**config.mk**
```make
export PLATFORM = sky130hd
export DESIGN_NAME = qdts_slave
export DESIGN_NICKNAME = d
export VERILOG_FILES = /design/src/qdts_pkg.sv /design/src/qdts_store.sv /design/src/qdts_slave.sv
export SDC_FILE = /design/constraint.sdc
export NUM_CORES = 1
export LEC_CHECK = 0
export ABC_AREA = 1
export BUFFER_PORTS_ARGS = -buffer_cell sky130_fd_sc_hd__buf_2
export CELL_PAD_IN_SITES_DETAIL_PLACEMENT = 1
export CELL_PAD_IN_SITES_GLOBAL_PLACEMENT = 2
export CORE_AREA = 2 2 138 207
export CTS_BUF_LIST = sky130_fd_sc_hd__clkbuf_4 sky130_fd_sc_hd__clkbuf_8 sky130_fd_sc_hd__clkbuf_16
export DETAILED_ROUTE_END_ITERATION = 8
export DIE_AREA = 0 0 140 209
export GPL_TIMING_DRIVEN = 0
export PLACE_DENSITY = 0.57
export SLEW_MARGIN = 0
export SYNTH_ARGS = -nofsm -noshare
export SYNTH_HDL_FRONTEND = slang
export SYNTH_SLANG_ARGS = --single-unit
```
**constraint.sdc**
```tcl
create_clock -name sys_clk -period 3.4 [get_ports sys_clk]
set_clock_uncertainty 0.05 [all_clocks]
set_input_delay 0.51 -clock sys_clk [delete_from_list [all_inputs] [get_ports sys_clk]]
set_output_delay 0.51 -clock sys_clk [all_outputs]
set_load 0.05 [all_outputs]
```
**src/qdts_pkg.sv**
```systemverilog
// constants, field layouts and state encodings of the quad dac two-wire slave
// assumes nothing of its surroundings; shared by the slave and its channel store
package qdts_pkg;

	// ==========================================================
	// widths
	localparam int CHAN_W   = 2;
	localparam int NUM_CHAN = 4;
	localparam int DATA_W   = 12;
	localparam int PD_W     = 2;

	// ==========================================================
	// address byte and control byte layout
	localparam logic [4:0] ADDR_FIXED    = 5'h13;	// fixed upper five address bits
	localparam int         CTRL_KIND_BIT = 0;	// data_kind_bit
	localparam int         CTRL_CH_LSB   = 1;	// two channel-select bits
	localparam int         CTRL_LOAD_LSB = 4;	// two load-select bits
	localparam logic [7:0] CTRL_RST      = 8'h00;

	// ==========================================================
	// data byte layout
	localparam int         PD_MSB   = 7;	// powerdown_mode_hi position
	localparam int         PD_LSB   = 6;	// powerdown_mode_lo position
	localparam logic [5:0] PD_FILL  = 6'h3F;	// low bits of powerdown_readback_byte
	localparam logic [3:0] LO_FILL  = 4'h0;	// don't-care nibble of lower_data_byte
	localparam logic [3:0] BIT_LAST = 4'h7;
	localparam logic [3:0] BIT_FULL = 4'h8;

	// ==========================================================
	// state encodings
	typedef enum logic [5:0] {
		ST_IDLE   = 6'h01,
		ST_RX     = 6'h02,
		ST_RX_ACK = 6'h04,
		ST_TX     = 6'h08,
		ST_TX_ACK = 6'h10,
		ST_IGNORE = 6'h20
	} qdts_state_t;

	typedef enum logic [3:0] {
		PH_ADDR = 4'h1,
		PH_CTRL = 4'h2,
		PH_HI   = 4'h4,
		PH_LO   = 4'h8
	} qdts_phase_t;

	typedef enum logic [2:0] {
		TB_PD = 3'h1,
		TB_HI = 3'h2,
		TB_LO = 3'h4
	} qdts_txbyte_t;

endpackage

```
**src/qdts_store.sv**
```systemverilog
// per-channel readback store: powerdown bits and conversion data
// assumes one write port and one read port on the same clock; cleared by reset
`timescale 1ns/1ns
`default_nettype none
module qdts_store #(
	parameter int CHAN_W   = qdts_pkg::CHAN_W,
	parameter int NUM_CHAN = qdts_pkg::NUM_CHAN,
	parameter int DATA_W   = qdts_pkg::DATA_W,
	parameter int PD_W     = qdts_pkg::PD_W
) (
	input  wire logic              sys_clk,
	input  wire logic              nrst,
	input  wire logic [CHAN_W-1:0] wr_addr,
	input  wire logic              wr_data_en,
	input  wire logic [DATA_W-1:0] wr_data,
	input  wire logic              wr_pd_en,
	input  wire logic [PD_W-1:0]   wr_pd,
	input  wire logic [CHAN_W-1:0] rd_addr,
	output logic      [DATA_W-1:0] rd_data,
	output logic      [PD_W-1:0]   rd_pd
);

	logic [DATA_W-1:0] data_mem      [NUM_CHAN];
	logic [PD_W-1:0]   pd_mem        [NUM_CHAN];
	logic [DATA_W-1:0] next_data_mem [NUM_CHAN];
	logic [PD_W-1:0]   next_pd_mem   [NUM_CHAN];

	// ==========================================================
	// write path: data and powerdown fields update separately
	always_comb begin
		for (int i = 0; i < NUM_CHAN; i++) begin
			next_data_mem[i] = data_mem[i];
			next_pd_mem[i]   = pd_mem[i];
		end
		if (wr_data_en) begin
			next_data_mem[wr_addr] = wr_data;
		end
		if (wr_pd_en) begin
			next_pd_mem[wr_addr] = wr_pd;
		end
	end

	// clearing at reset gives zero readback before any write
	always_ff @(posedge sys_clk) begin
		if (!nrst) begin
			for (int i = 0; i < NUM_CHAN; i++) begin
				data_mem[i] <= '0;
				pd_mem[i]   <= '0;
			end
			rd_data <= '0;
			rd_pd   <= '0;
		end else begin
			for (int i = 0; i < NUM_CHAN; i++) begin
				data_mem[i] <= next_data_mem[i];
				pd_mem[i]   <= next_pd_mem[i];
			end
			rd_data <= data_mem[rd_addr];	// registered read, one cycle latency
			rd_pd   <= pd_mem[rd_addr];
		end
	end

endmodule
`default_nettype wire

```
**src/qdts_slave.sv**
```systemverilog
// two-wire slave protocol engine of a quad 12-bit dac
// assumes scl and sda pins are oversampled by sys_clk, at least eight clocks per bit
`timescale 1ns/1ns
`default_nettype none
module qdts_slave (
	input  wire logic                          sys_clk,
	input  wire logic                          nrst,
	input  wire logic                          scl_in,
	input  wire logic                          sda_in,
	output logic                               sda_out,
	output logic                               sda_oe,
	input  wire logic                          addr_pin_hi,
	input  wire logic                          addr_pin_lo,
	output logic                               upd_strobe,
	output logic      [qdts_pkg::CHAN_W-1:0]   upd_channel,
	output logic      [1:0]                    upd_load_sel,
	output logic                               upd_is_powerdown,
	output logic      [qdts_pkg::DATA_W-1:0]   upd_data,
	output logic      [qdts_pkg::PD_W-1:0]     upd_powerdown
);

	// ==========================================================
	// pin synchronisers and bus condition detection
	logic [3:0] sync1;
	logic [3:0] sync2;
	logic [1:0] prev;	// previous {scl, sda} after synchronisation
	logic       scl;
	logic       sda;
	logic       scl_rise;
	logic       scl_fall;
	logic       start_seen;
	logic       stop_seen;

	// only sync2 reads sync1, so metastability stays in the first stage
	always_ff @(posedge sys_clk) begin
		if (!nrst) begin
			sync1 <= 4'hF;
			sync2 <= 4'hF;
			prev  <= 2'h3;
		end else begin
			sync1 <= {scl_in, sda_in, addr_pin_hi, addr_pin_lo};
			sync2 <= sync1;
			prev  <= sync2[3:2];
		end
	end

	// edges and start/stop conditions from the synchronised levels
	assign scl        = sync2[3];
	assign sda        = sync2[2];
	assign scl_rise   = scl & ~prev[1];
	assign scl_fall   = ~scl & prev[1];
	assign start_seen = scl & prev[1] & prev[0] & ~sda;
	assign stop_seen  = scl & prev[1] & ~prev[0] & sda;

	// ==========================================================
	// protocol state
	qdts_pkg::qdts_state_t  state;
	qdts_pkg::qdts_state_t  next_state;
	qdts_pkg::qdts_phase_t  phase;
	qdts_pkg::qdts_phase_t  next_phase;
	qdts_pkg::qdts_txbyte_t txb;
	qdts_pkg::qdts_txbyte_t next_txb;
	logic [3:0]             bit_cnt;
	logic [3:0]             next_bit_cnt;
	logic [7:0]             shreg;
	logic [7:0]             next_shreg;
	logic [7:0]             ctrl;
	logic [7:0]             next_ctrl;
	logic [7:0]             hi_byte;
	logic [7:0]             next_hi_byte;
	logic                   rd_dir;
	logic                   next_rd_dir;
	logic                   master_ack;
	logic                   next_master_ack;
	logic                   next_sda_oe;
	logic                   next_upd_strobe;
	logic [1:0]             next_upd_channel;
	logic [1:0]             next_upd_load_sel;
	logic                   next_upd_is_powerdown;
	logic [11:0]            next_upd_data;
	logic [1:0]             next_upd_powerdown;

	// store interface
	logic                   st_wr_data_en;
	logic                   st_wr_pd_en;
	logic [11:0]            st_rd_data;
	logic [1:0]             st_rd_pd;
	logic                   kind_pd;
	logic [1:0]             ch_sel;

	assign kind_pd = ctrl[qdts_pkg::CTRL_KIND_BIT];
	assign ch_sel  = ctrl[qdts_pkg::CTRL_CH_LSB +: 2];

	// byte the slave transmits for a given position in the readback
	function automatic logic [7:0] tx_byte(
		input qdts_pkg::qdts_txbyte_t b,
		input logic [1:0]             pd,
		input logic [11:0]            d
	);
		logic [7:0] r;
		r = {d[3:0], qdts_pkg::LO_FILL};
		if (b == qdts_pkg::TB_PD) begin
			r = {pd, qdts_pkg::PD_FILL};
		end else if (b == qdts_pkg::TB_HI) begin
			r = d[11:4];
		end
		return r;
	endfunction

	// next-state logic: one pass per sys_clk, acting on detected scl edges
	always_comb begin
		next_state            = state;
		next_phase            = phase;
		next_txb              = txb;
		next_bit_cnt          = bit_cnt;
		next_shreg            = shreg;
		next_ctrl             = ctrl;
		next_hi_byte          = hi_byte;
		next_rd_dir           = rd_dir;
		next_master_ack       = master_ack;
		next_upd_strobe       = 1'b0;
		next_upd_channel      = upd_channel;
		next_upd_load_sel     = upd_load_sel;
		next_upd_is_powerdown = upd_is_powerdown;
		next_upd_data         = upd_data;
		next_upd_powerdown    = upd_powerdown;
		st_wr_data_en         = 1'b0;
		st_wr_pd_en           = 1'b0;
		if (start_seen) begin
			// a repeated start always restarts at the address byte
			next_state   = qdts_pkg::ST_RX;
			next_phase   = qdts_pkg::PH_ADDR;
			next_bit_cnt = '0;
		end else if (stop_seen) begin
			next_state = qdts_pkg::ST_IDLE;
		end else begin
			unique case (state)
				qdts_pkg::ST_IDLE: begin
				end
				qdts_pkg::ST_RX: begin
					if (scl_rise && bit_cnt != qdts_pkg::BIT_FULL) begin
						next_shreg   = {shreg[6:0], sda};
						next_bit_cnt = bit_cnt + 4'h1;
					end else if (scl_fall && bit_cnt == qdts_pkg::BIT_FULL) begin
						next_state = qdts_pkg::ST_RX_ACK;
						unique case (phase)
							qdts_pkg::PH_ADDR: begin
								// high-speed code never matches, so it goes unanswered
								if (shreg[7:1] != {qdts_pkg::ADDR_FIXED, sync2[1:0]}) begin
									next_state = qdts_pkg::ST_IGNORE;
								end
								next_rd_dir = shreg[0];
							end
							qdts_pkg::PH_CTRL: next_ctrl = shreg;
							qdts_pkg::PH_HI:   next_hi_byte = shreg;
							qdts_pkg::PH_LO: begin
							end
						endcase
					end
				end
				qdts_pkg::ST_RX_ACK: begin
					if (scl_fall) begin
						next_bit_cnt = '0;
						next_state   = qdts_pkg::ST_RX;
						unique case (phase)
							qdts_pkg::PH_ADDR: begin
								next_phase = qdts_pkg::PH_CTRL;
								if (rd_dir) begin
									// first byte depends on the kind in the last control byte
									next_state = qdts_pkg::ST_TX;
									next_txb   = kind_pd ? qdts_pkg::TB_PD : qdts_pkg::TB_HI;
									next_shreg = tx_byte(next_txb, st_rd_pd, st_rd_data);
								end
							end
							qdts_pkg::PH_CTRL: next_phase = qdts_pkg::PH_HI;
							qdts_pkg::PH_HI:   next_phase = qdts_pkg::PH_LO;
							qdts_pkg::PH_LO: begin
								// update lands on the fall that closes this ack
								next_upd_strobe       = 1'b1;
								next_upd_channel      = ch_sel;
								next_upd_load_sel     = ctrl[qdts_pkg::CTRL_LOAD_LSB +: 2];
								next_upd_is_powerdown = kind_pd;
								if (kind_pd) begin
									st_wr_pd_en        = 1'b1;
									next_upd_powerdown = hi_byte[qdts_pkg::PD_MSB:qdts_pkg::PD_LSB];
									next_upd_data      = st_rd_data;
									next_state         = qdts_pkg::ST_IGNORE;
								end else begin
									st_wr_data_en      = 1'b1;
									st_wr_pd_en        = 1'b1;
									next_upd_powerdown = 2'h0;
									next_upd_data      = {hi_byte, shreg[7:4]};
									next_phase         = qdts_pkg::PH_HI;
								end
							end
						endcase
					end
				end
				qdts_pkg::ST_TX: begin
					if (scl_fall) begin
						if (bit_cnt == qdts_pkg::BIT_LAST) begin
							next_state   = qdts_pkg::ST_TX_ACK;
							next_bit_cnt = '0;
						end else begin
							next_shreg   = {shreg[6:0], 1'b1};
							next_bit_cnt = bit_cnt + 4'h1;
						end
					end
				end
				qdts_pkg::ST_TX_ACK: begin
					if (scl_rise) begin
						next_master_ack = ~sda;
					end else if (scl_fall) begin
						// a nack or the last byte ends our part of the read
						if (master_ack && txb != qdts_pkg::TB_LO) begin
							next_state = qdts_pkg::ST_TX;
							next_txb   = (txb == qdts_pkg::TB_PD) ? qdts_pkg::TB_HI
							                                      : qdts_pkg::TB_LO;
							next_shreg = tx_byte(next_txb, st_rd_pd, st_rd_data);
						end else begin
							next_state = qdts_pkg::ST_IGNORE;
						end
					end
				end
				qdts_pkg::ST_IGNORE: begin
				end
				default: next_state = qdts_pkg::ST_IDLE;
			endcase
		end
		// pull low for ack, or for a zero bit while transmitting
		next_sda_oe = (next_state == qdts_pkg::ST_RX_ACK) ||
		              (next_state == qdts_pkg::ST_TX && !next_shreg[7]);
	end

	// protocol registers
	always_ff @(posedge sys_clk) begin
		if (!nrst) begin
			state            <= qdts_pkg::ST_IDLE;
			phase            <= qdts_pkg::PH_ADDR;
			txb              <= qdts_pkg::TB_HI;
			bit_cnt          <= '0;
			shreg            <= 8'hFF;
			ctrl             <= qdts_pkg::CTRL_RST;
			hi_byte          <= 8'h00;
			rd_dir           <= 1'b0;
			master_ack       <= 1'b0;
			sda_oe           <= 1'b0;
			upd_strobe       <= 1'b0;
			upd_channel      <= 2'h0;
			upd_load_sel     <= 2'h0;
			upd_is_powerdown <= 1'b0;
			upd_data         <= 12'h000;
			upd_powerdown    <= 2'h0;
		end else begin
			state            <= next_state;
			phase            <= next_phase;
			txb              <= next_txb;
			bit_cnt          <= next_bit_cnt;
			shreg            <= next_shreg;
			ctrl             <= next_ctrl;
			hi_byte          <= next_hi_byte;
			rd_dir           <= next_rd_dir;
			master_ack       <= next_master_ack;
			sda_oe           <= next_sda_oe;
			upd_strobe       <= next_upd_strobe;
			upd_channel      <= next_upd_channel;
			upd_load_sel     <= next_upd_load_sel;
			upd_is_powerdown <= next_upd_is_powerdown;
			upd_data         <= next_upd_data;
			upd_powerdown    <= next_upd_powerdown;
		end
	end

	assign sda_out = 1'b0;	// open drain: only ever pulls low

	// ==========================================================
	// channel readback store
	qdts_store u_store (
		.sys_clk    (sys_clk),
		.nrst       (nrst),
		.wr_addr    (ch_sel),
		.wr_data_en (st_wr_data_en),
		.wr_data    ({hi_byte, shreg[7:4]}),
		.wr_pd_en   (st_wr_pd_en),
		.wr_pd      (kind_pd ? hi_byte[qdts_pkg::PD_MSB:qdts_pkg::PD_LSB] : 2'h0),
		.rd_addr    (ch_sel),
		.rd_data    (st_rd_data),
		.rd_pd      (st_rd_pd)
	);

endmodule
`default_nettype wire

```
==> metrics.csv <==
metric,value,unit
CP Capture Type,register,
Power Dens Cells,505.7,mW/mm^2
final slew viol count,0,
CTS tree,done,
share of cells above drive strength 1,0.1545,
# setup viols final,0,
worst r2r dst,u_store.rd_pd[1],
CP startpoint,ctrl[1],
initial antenna violation count,0,
Resize count post-CTS,0,
die height,209,um
vias in the first global route,5778,
R2R Setup Slk,1.12,ns
final core utilization,0.2669,
GRT Total Usage,0.1596,
"slowest stage delay, CP",0.60,ns
CP arrival,2.54,ns
Post-synth EDFFs,0,
min Tclk post-route,2.277,ns
"Top FF cell, synth",dfxtp_1,
syn nets,798,
post-route cell area,0.007388,sq mm
initial drt markers,206,
CTS Hold Bufs,0,
worst-margin pin slew,0.8834,ns
fin nets,843,
CTS sink count,141,
Max Freq,439.3,MHz
PortBufs,26,
n_diodes,0,
largest net degree at the start of global routing,17,
worst hold path endpoint,sync1[2],
Placed Area,0.006769,sq mm
Post-DRT Antenna Nets,0,
Vias/cell,4.482,
XOR/XNOR Fraction of Synth Area,0.004234,
routability congestion estimate,0.7910,
clock slew at reported path FFs,0.06,ns
Final Hold Vio Count,0,
Placement Setup Slack,0.8649,ns
cell count of the worst hold path,2,
Post-Synthesis Cell Area,0.006206,sq mm
die width,140,um
Yosys reg bits,141,
area of the core,0.02768,sq mm
first-pass GRT wire length,34670,um
Hold Path Class,in2reg,
Post-Synthesis Cells,790,
R2R cell count,5,
initial core utilization,0.2242,
Longest Clk Path Bufs,2,
post-synthesis simple-gate area fraction,0.2107,
post-synthesis adder-cell area fraction,0.004032,
Post-DP HPWL,17500,um
crit path max fanout,10,
CTS H-tree depth,4,
WP data required,3.67,ns
die area,0.02926,sq mm
FP Rows,75,
Rel. slew slack,0.4111,
Clock Tree Root,clkbuf_16,
final worst setup slack,1.123,ns
Hold Crit Start,sda_in,
Netlist cell types,42,
slowest CP cell,nor2_1,
VDD IR max,0.0002958,V
gr ovfl total,0,
Avg Synthesized Cell Area,7.856,sq um
unrepaired setup endpoints after global routing,no,
DRC errors left,0,
postcts setup bufs,0,
routed len/inst,18.80,um
compound-gate portion of the synthesized area,0.2337,
CTS Buf Count,17,
MaxCap Viol Count,0,
Post-Route WL,22450,um
Pre-Repair DR Iteration Count,6,
kind of critical path,reg2reg,
Startpoint Class,register,
sequential element share of the synthesized area,0.4548,
latest clock arrival within the worst-skew pair,0.43,ns
Static Leak,2.941,nW
Final TNS setup,0,ns
status,"finished, final reports clean",
origin of the critical flop-to-flop path,ctrl[1],
post-synthesis mux area share,0,
synth-to-layout area growth,19.05,%
async set or reset register ratio after synthesis,0,
warning count from the yosys run,0,
fin crit share,0.6696,
critical-path cell list,inv_1 -> nor2_1 -> clkbuf_1 -> a22oi_1 -> a21oi_1,
IO Pins,28,
vias,5352,
main combinational cell family by area after synthesis,compound AO/OA/AOI/OAI gates,
[metrics by stage]
stage	std cells	power (mW)	hold WS (ns)
floorplan	790	1.756	0.3425
global placement	1162	1.795	0.3489
detailed placement	1162	1.795	0.3493
CTS	1194	3.798	0.2031
global route	1194	3.868	0.2126
finish	1194	3.736	0.2200
[flip-flops by register name, indices dropped and copies added, names as in the netlist, 5 cells and up]
name and flops:
ctrl 5, hi_byte 8, shreg 8, state 6, u_store.data_mem 48, u_store.pd_mem 8, u_store.rd_data 12, upd_data 12
[cell usage in the layout (no fill, tap or decap), types with 4 or more instances in the layout]
| master | instances |
|---|---|
| o21ai_0 | 71 |
| nand2_4 | 4 |
| a31oi_1 | 10 |
| nand3_1 | 30 |
| inv_1 | 95 |
| dfxtp_1 | 141 |
| buf_6 | 6 |
| clkinv_2 | 5 |
| clkbuf_8 | 4 |
| a211oi_2 | 36 |
| a221oi_1 | 13 |
| nand2_1 | 122 |
| a21oi_1 | 65 |
| buf_2 | 30 |
| nor3_1 | 14 |
| or2_2 | 9 |
| clkbuf_1 | 25 |
| clkbuf_16 | 17 |
| nor2_1 | 101 |
[final cells by class]
| class | instances | area (sq um) |
|---|---|---|
| tap | 346 | 432.9 |
| fill | 3290 | 20290 |
| buffer | 38 | 196.4 |
| clock buffer | 21 | 480.5 |
| multi-input combinational | 512 | 2813 |
| sequential | 141 | 2823 |
| timing repair buffer | 26 | 130.1 |
| inverter | 99 | 374.1 |
| clock inverter | 11 | 138.9 |
[worst max-delay path by stage]
stage | to | slack (ns) | cells after the start
final | u_store.rd_pd[1] | 1.12 | 5
after detailed placement | state[3] | 0.86 | 5
after global routing | hi_byte[6] | 0.88 | 9
after global placement | state[3] | 0.83 | 5
after floorplan | bit_cnt[1] | 1.66 | 11
after CTS | bit_cnt[1] | 1.07 | 11
[power breakdown]
| group | internal (mW) | switching [mW] | leakage (nW) |
|---|---|---|---|
| Combinational | 0.0205 | 0.0704 | 1.50 |
| Sequential | 1.66 | 0.00471 | 1.14 |
| Clock | 1.23 | 0.755 | 0.305 |
[layer usage]
metal	track usage	wire length [um]	vias to the layer above
met5	0	0	-
met4	0.05085	382	0
met3	0.02406	330	21
met2	0.3256	13120	36
met1	0.1625	8615	2589
li1	-	-	2706
[critical path: cells and delay by family (launching register included)]
family / cells / cell delay, ns
compound gates: 2 / 0.45
buf+inv: 2 / 0.66
flops: 1 / 0.42
simple gates: 1 / 0.60
[cells by family after synthesis]
| group | after synthesis |
|---|---|
| xor+xnor | 3 |
| simple gates | 293 |
| fa+ha+maj | 2 |
| buf+inv | 137 |
| other cells | 1 |
| compound gates | 213 |
| flops | 141 |
[synthesized netlist by cell type (2+ instances only)]
cell type / number / share of area
a211oi_1: 2 / 0.0024
a211oi_2: 36 / 0.073
a21oi_1: 65 / 0.052
a221oi_1: 13 / 0.018
a22oi_1: 2 / 0.0024
a31oi_1: 10 / 0.010
a41oi_1: 2 / 0.0028
buf_1: 2 / 0.0012
buf_2: 4 / 0.0032
buf_6: 6 / 0.011
clkbuf_1: 25 / 0.015
dfxtp_1: 141 / 0.45
ha_1: 2 / 0.0040
inv_1: 95 / 0.057
inv_2: 3 / 0.0018
nand2_1: 122 / 0.074
nand2_4: 4 / 0.0073
nand3_1: 30 / 0.024
nand4_1: 3 / 0.0030
nor2_1: 101 / 0.061
nor2_2: 2 / 0.0020
nor2_4: 3 / 0.0054
nor2_8: 3 / 0.0097
nor3_1: 14 / 0.011
o21ai_0: 71 / 0.057
o31ai_1: 3 / 0.0036
or2_2: 9 / 0.0091
xnor2_1: 3 / 0.0042
Power figures use the tool's default switching activity.
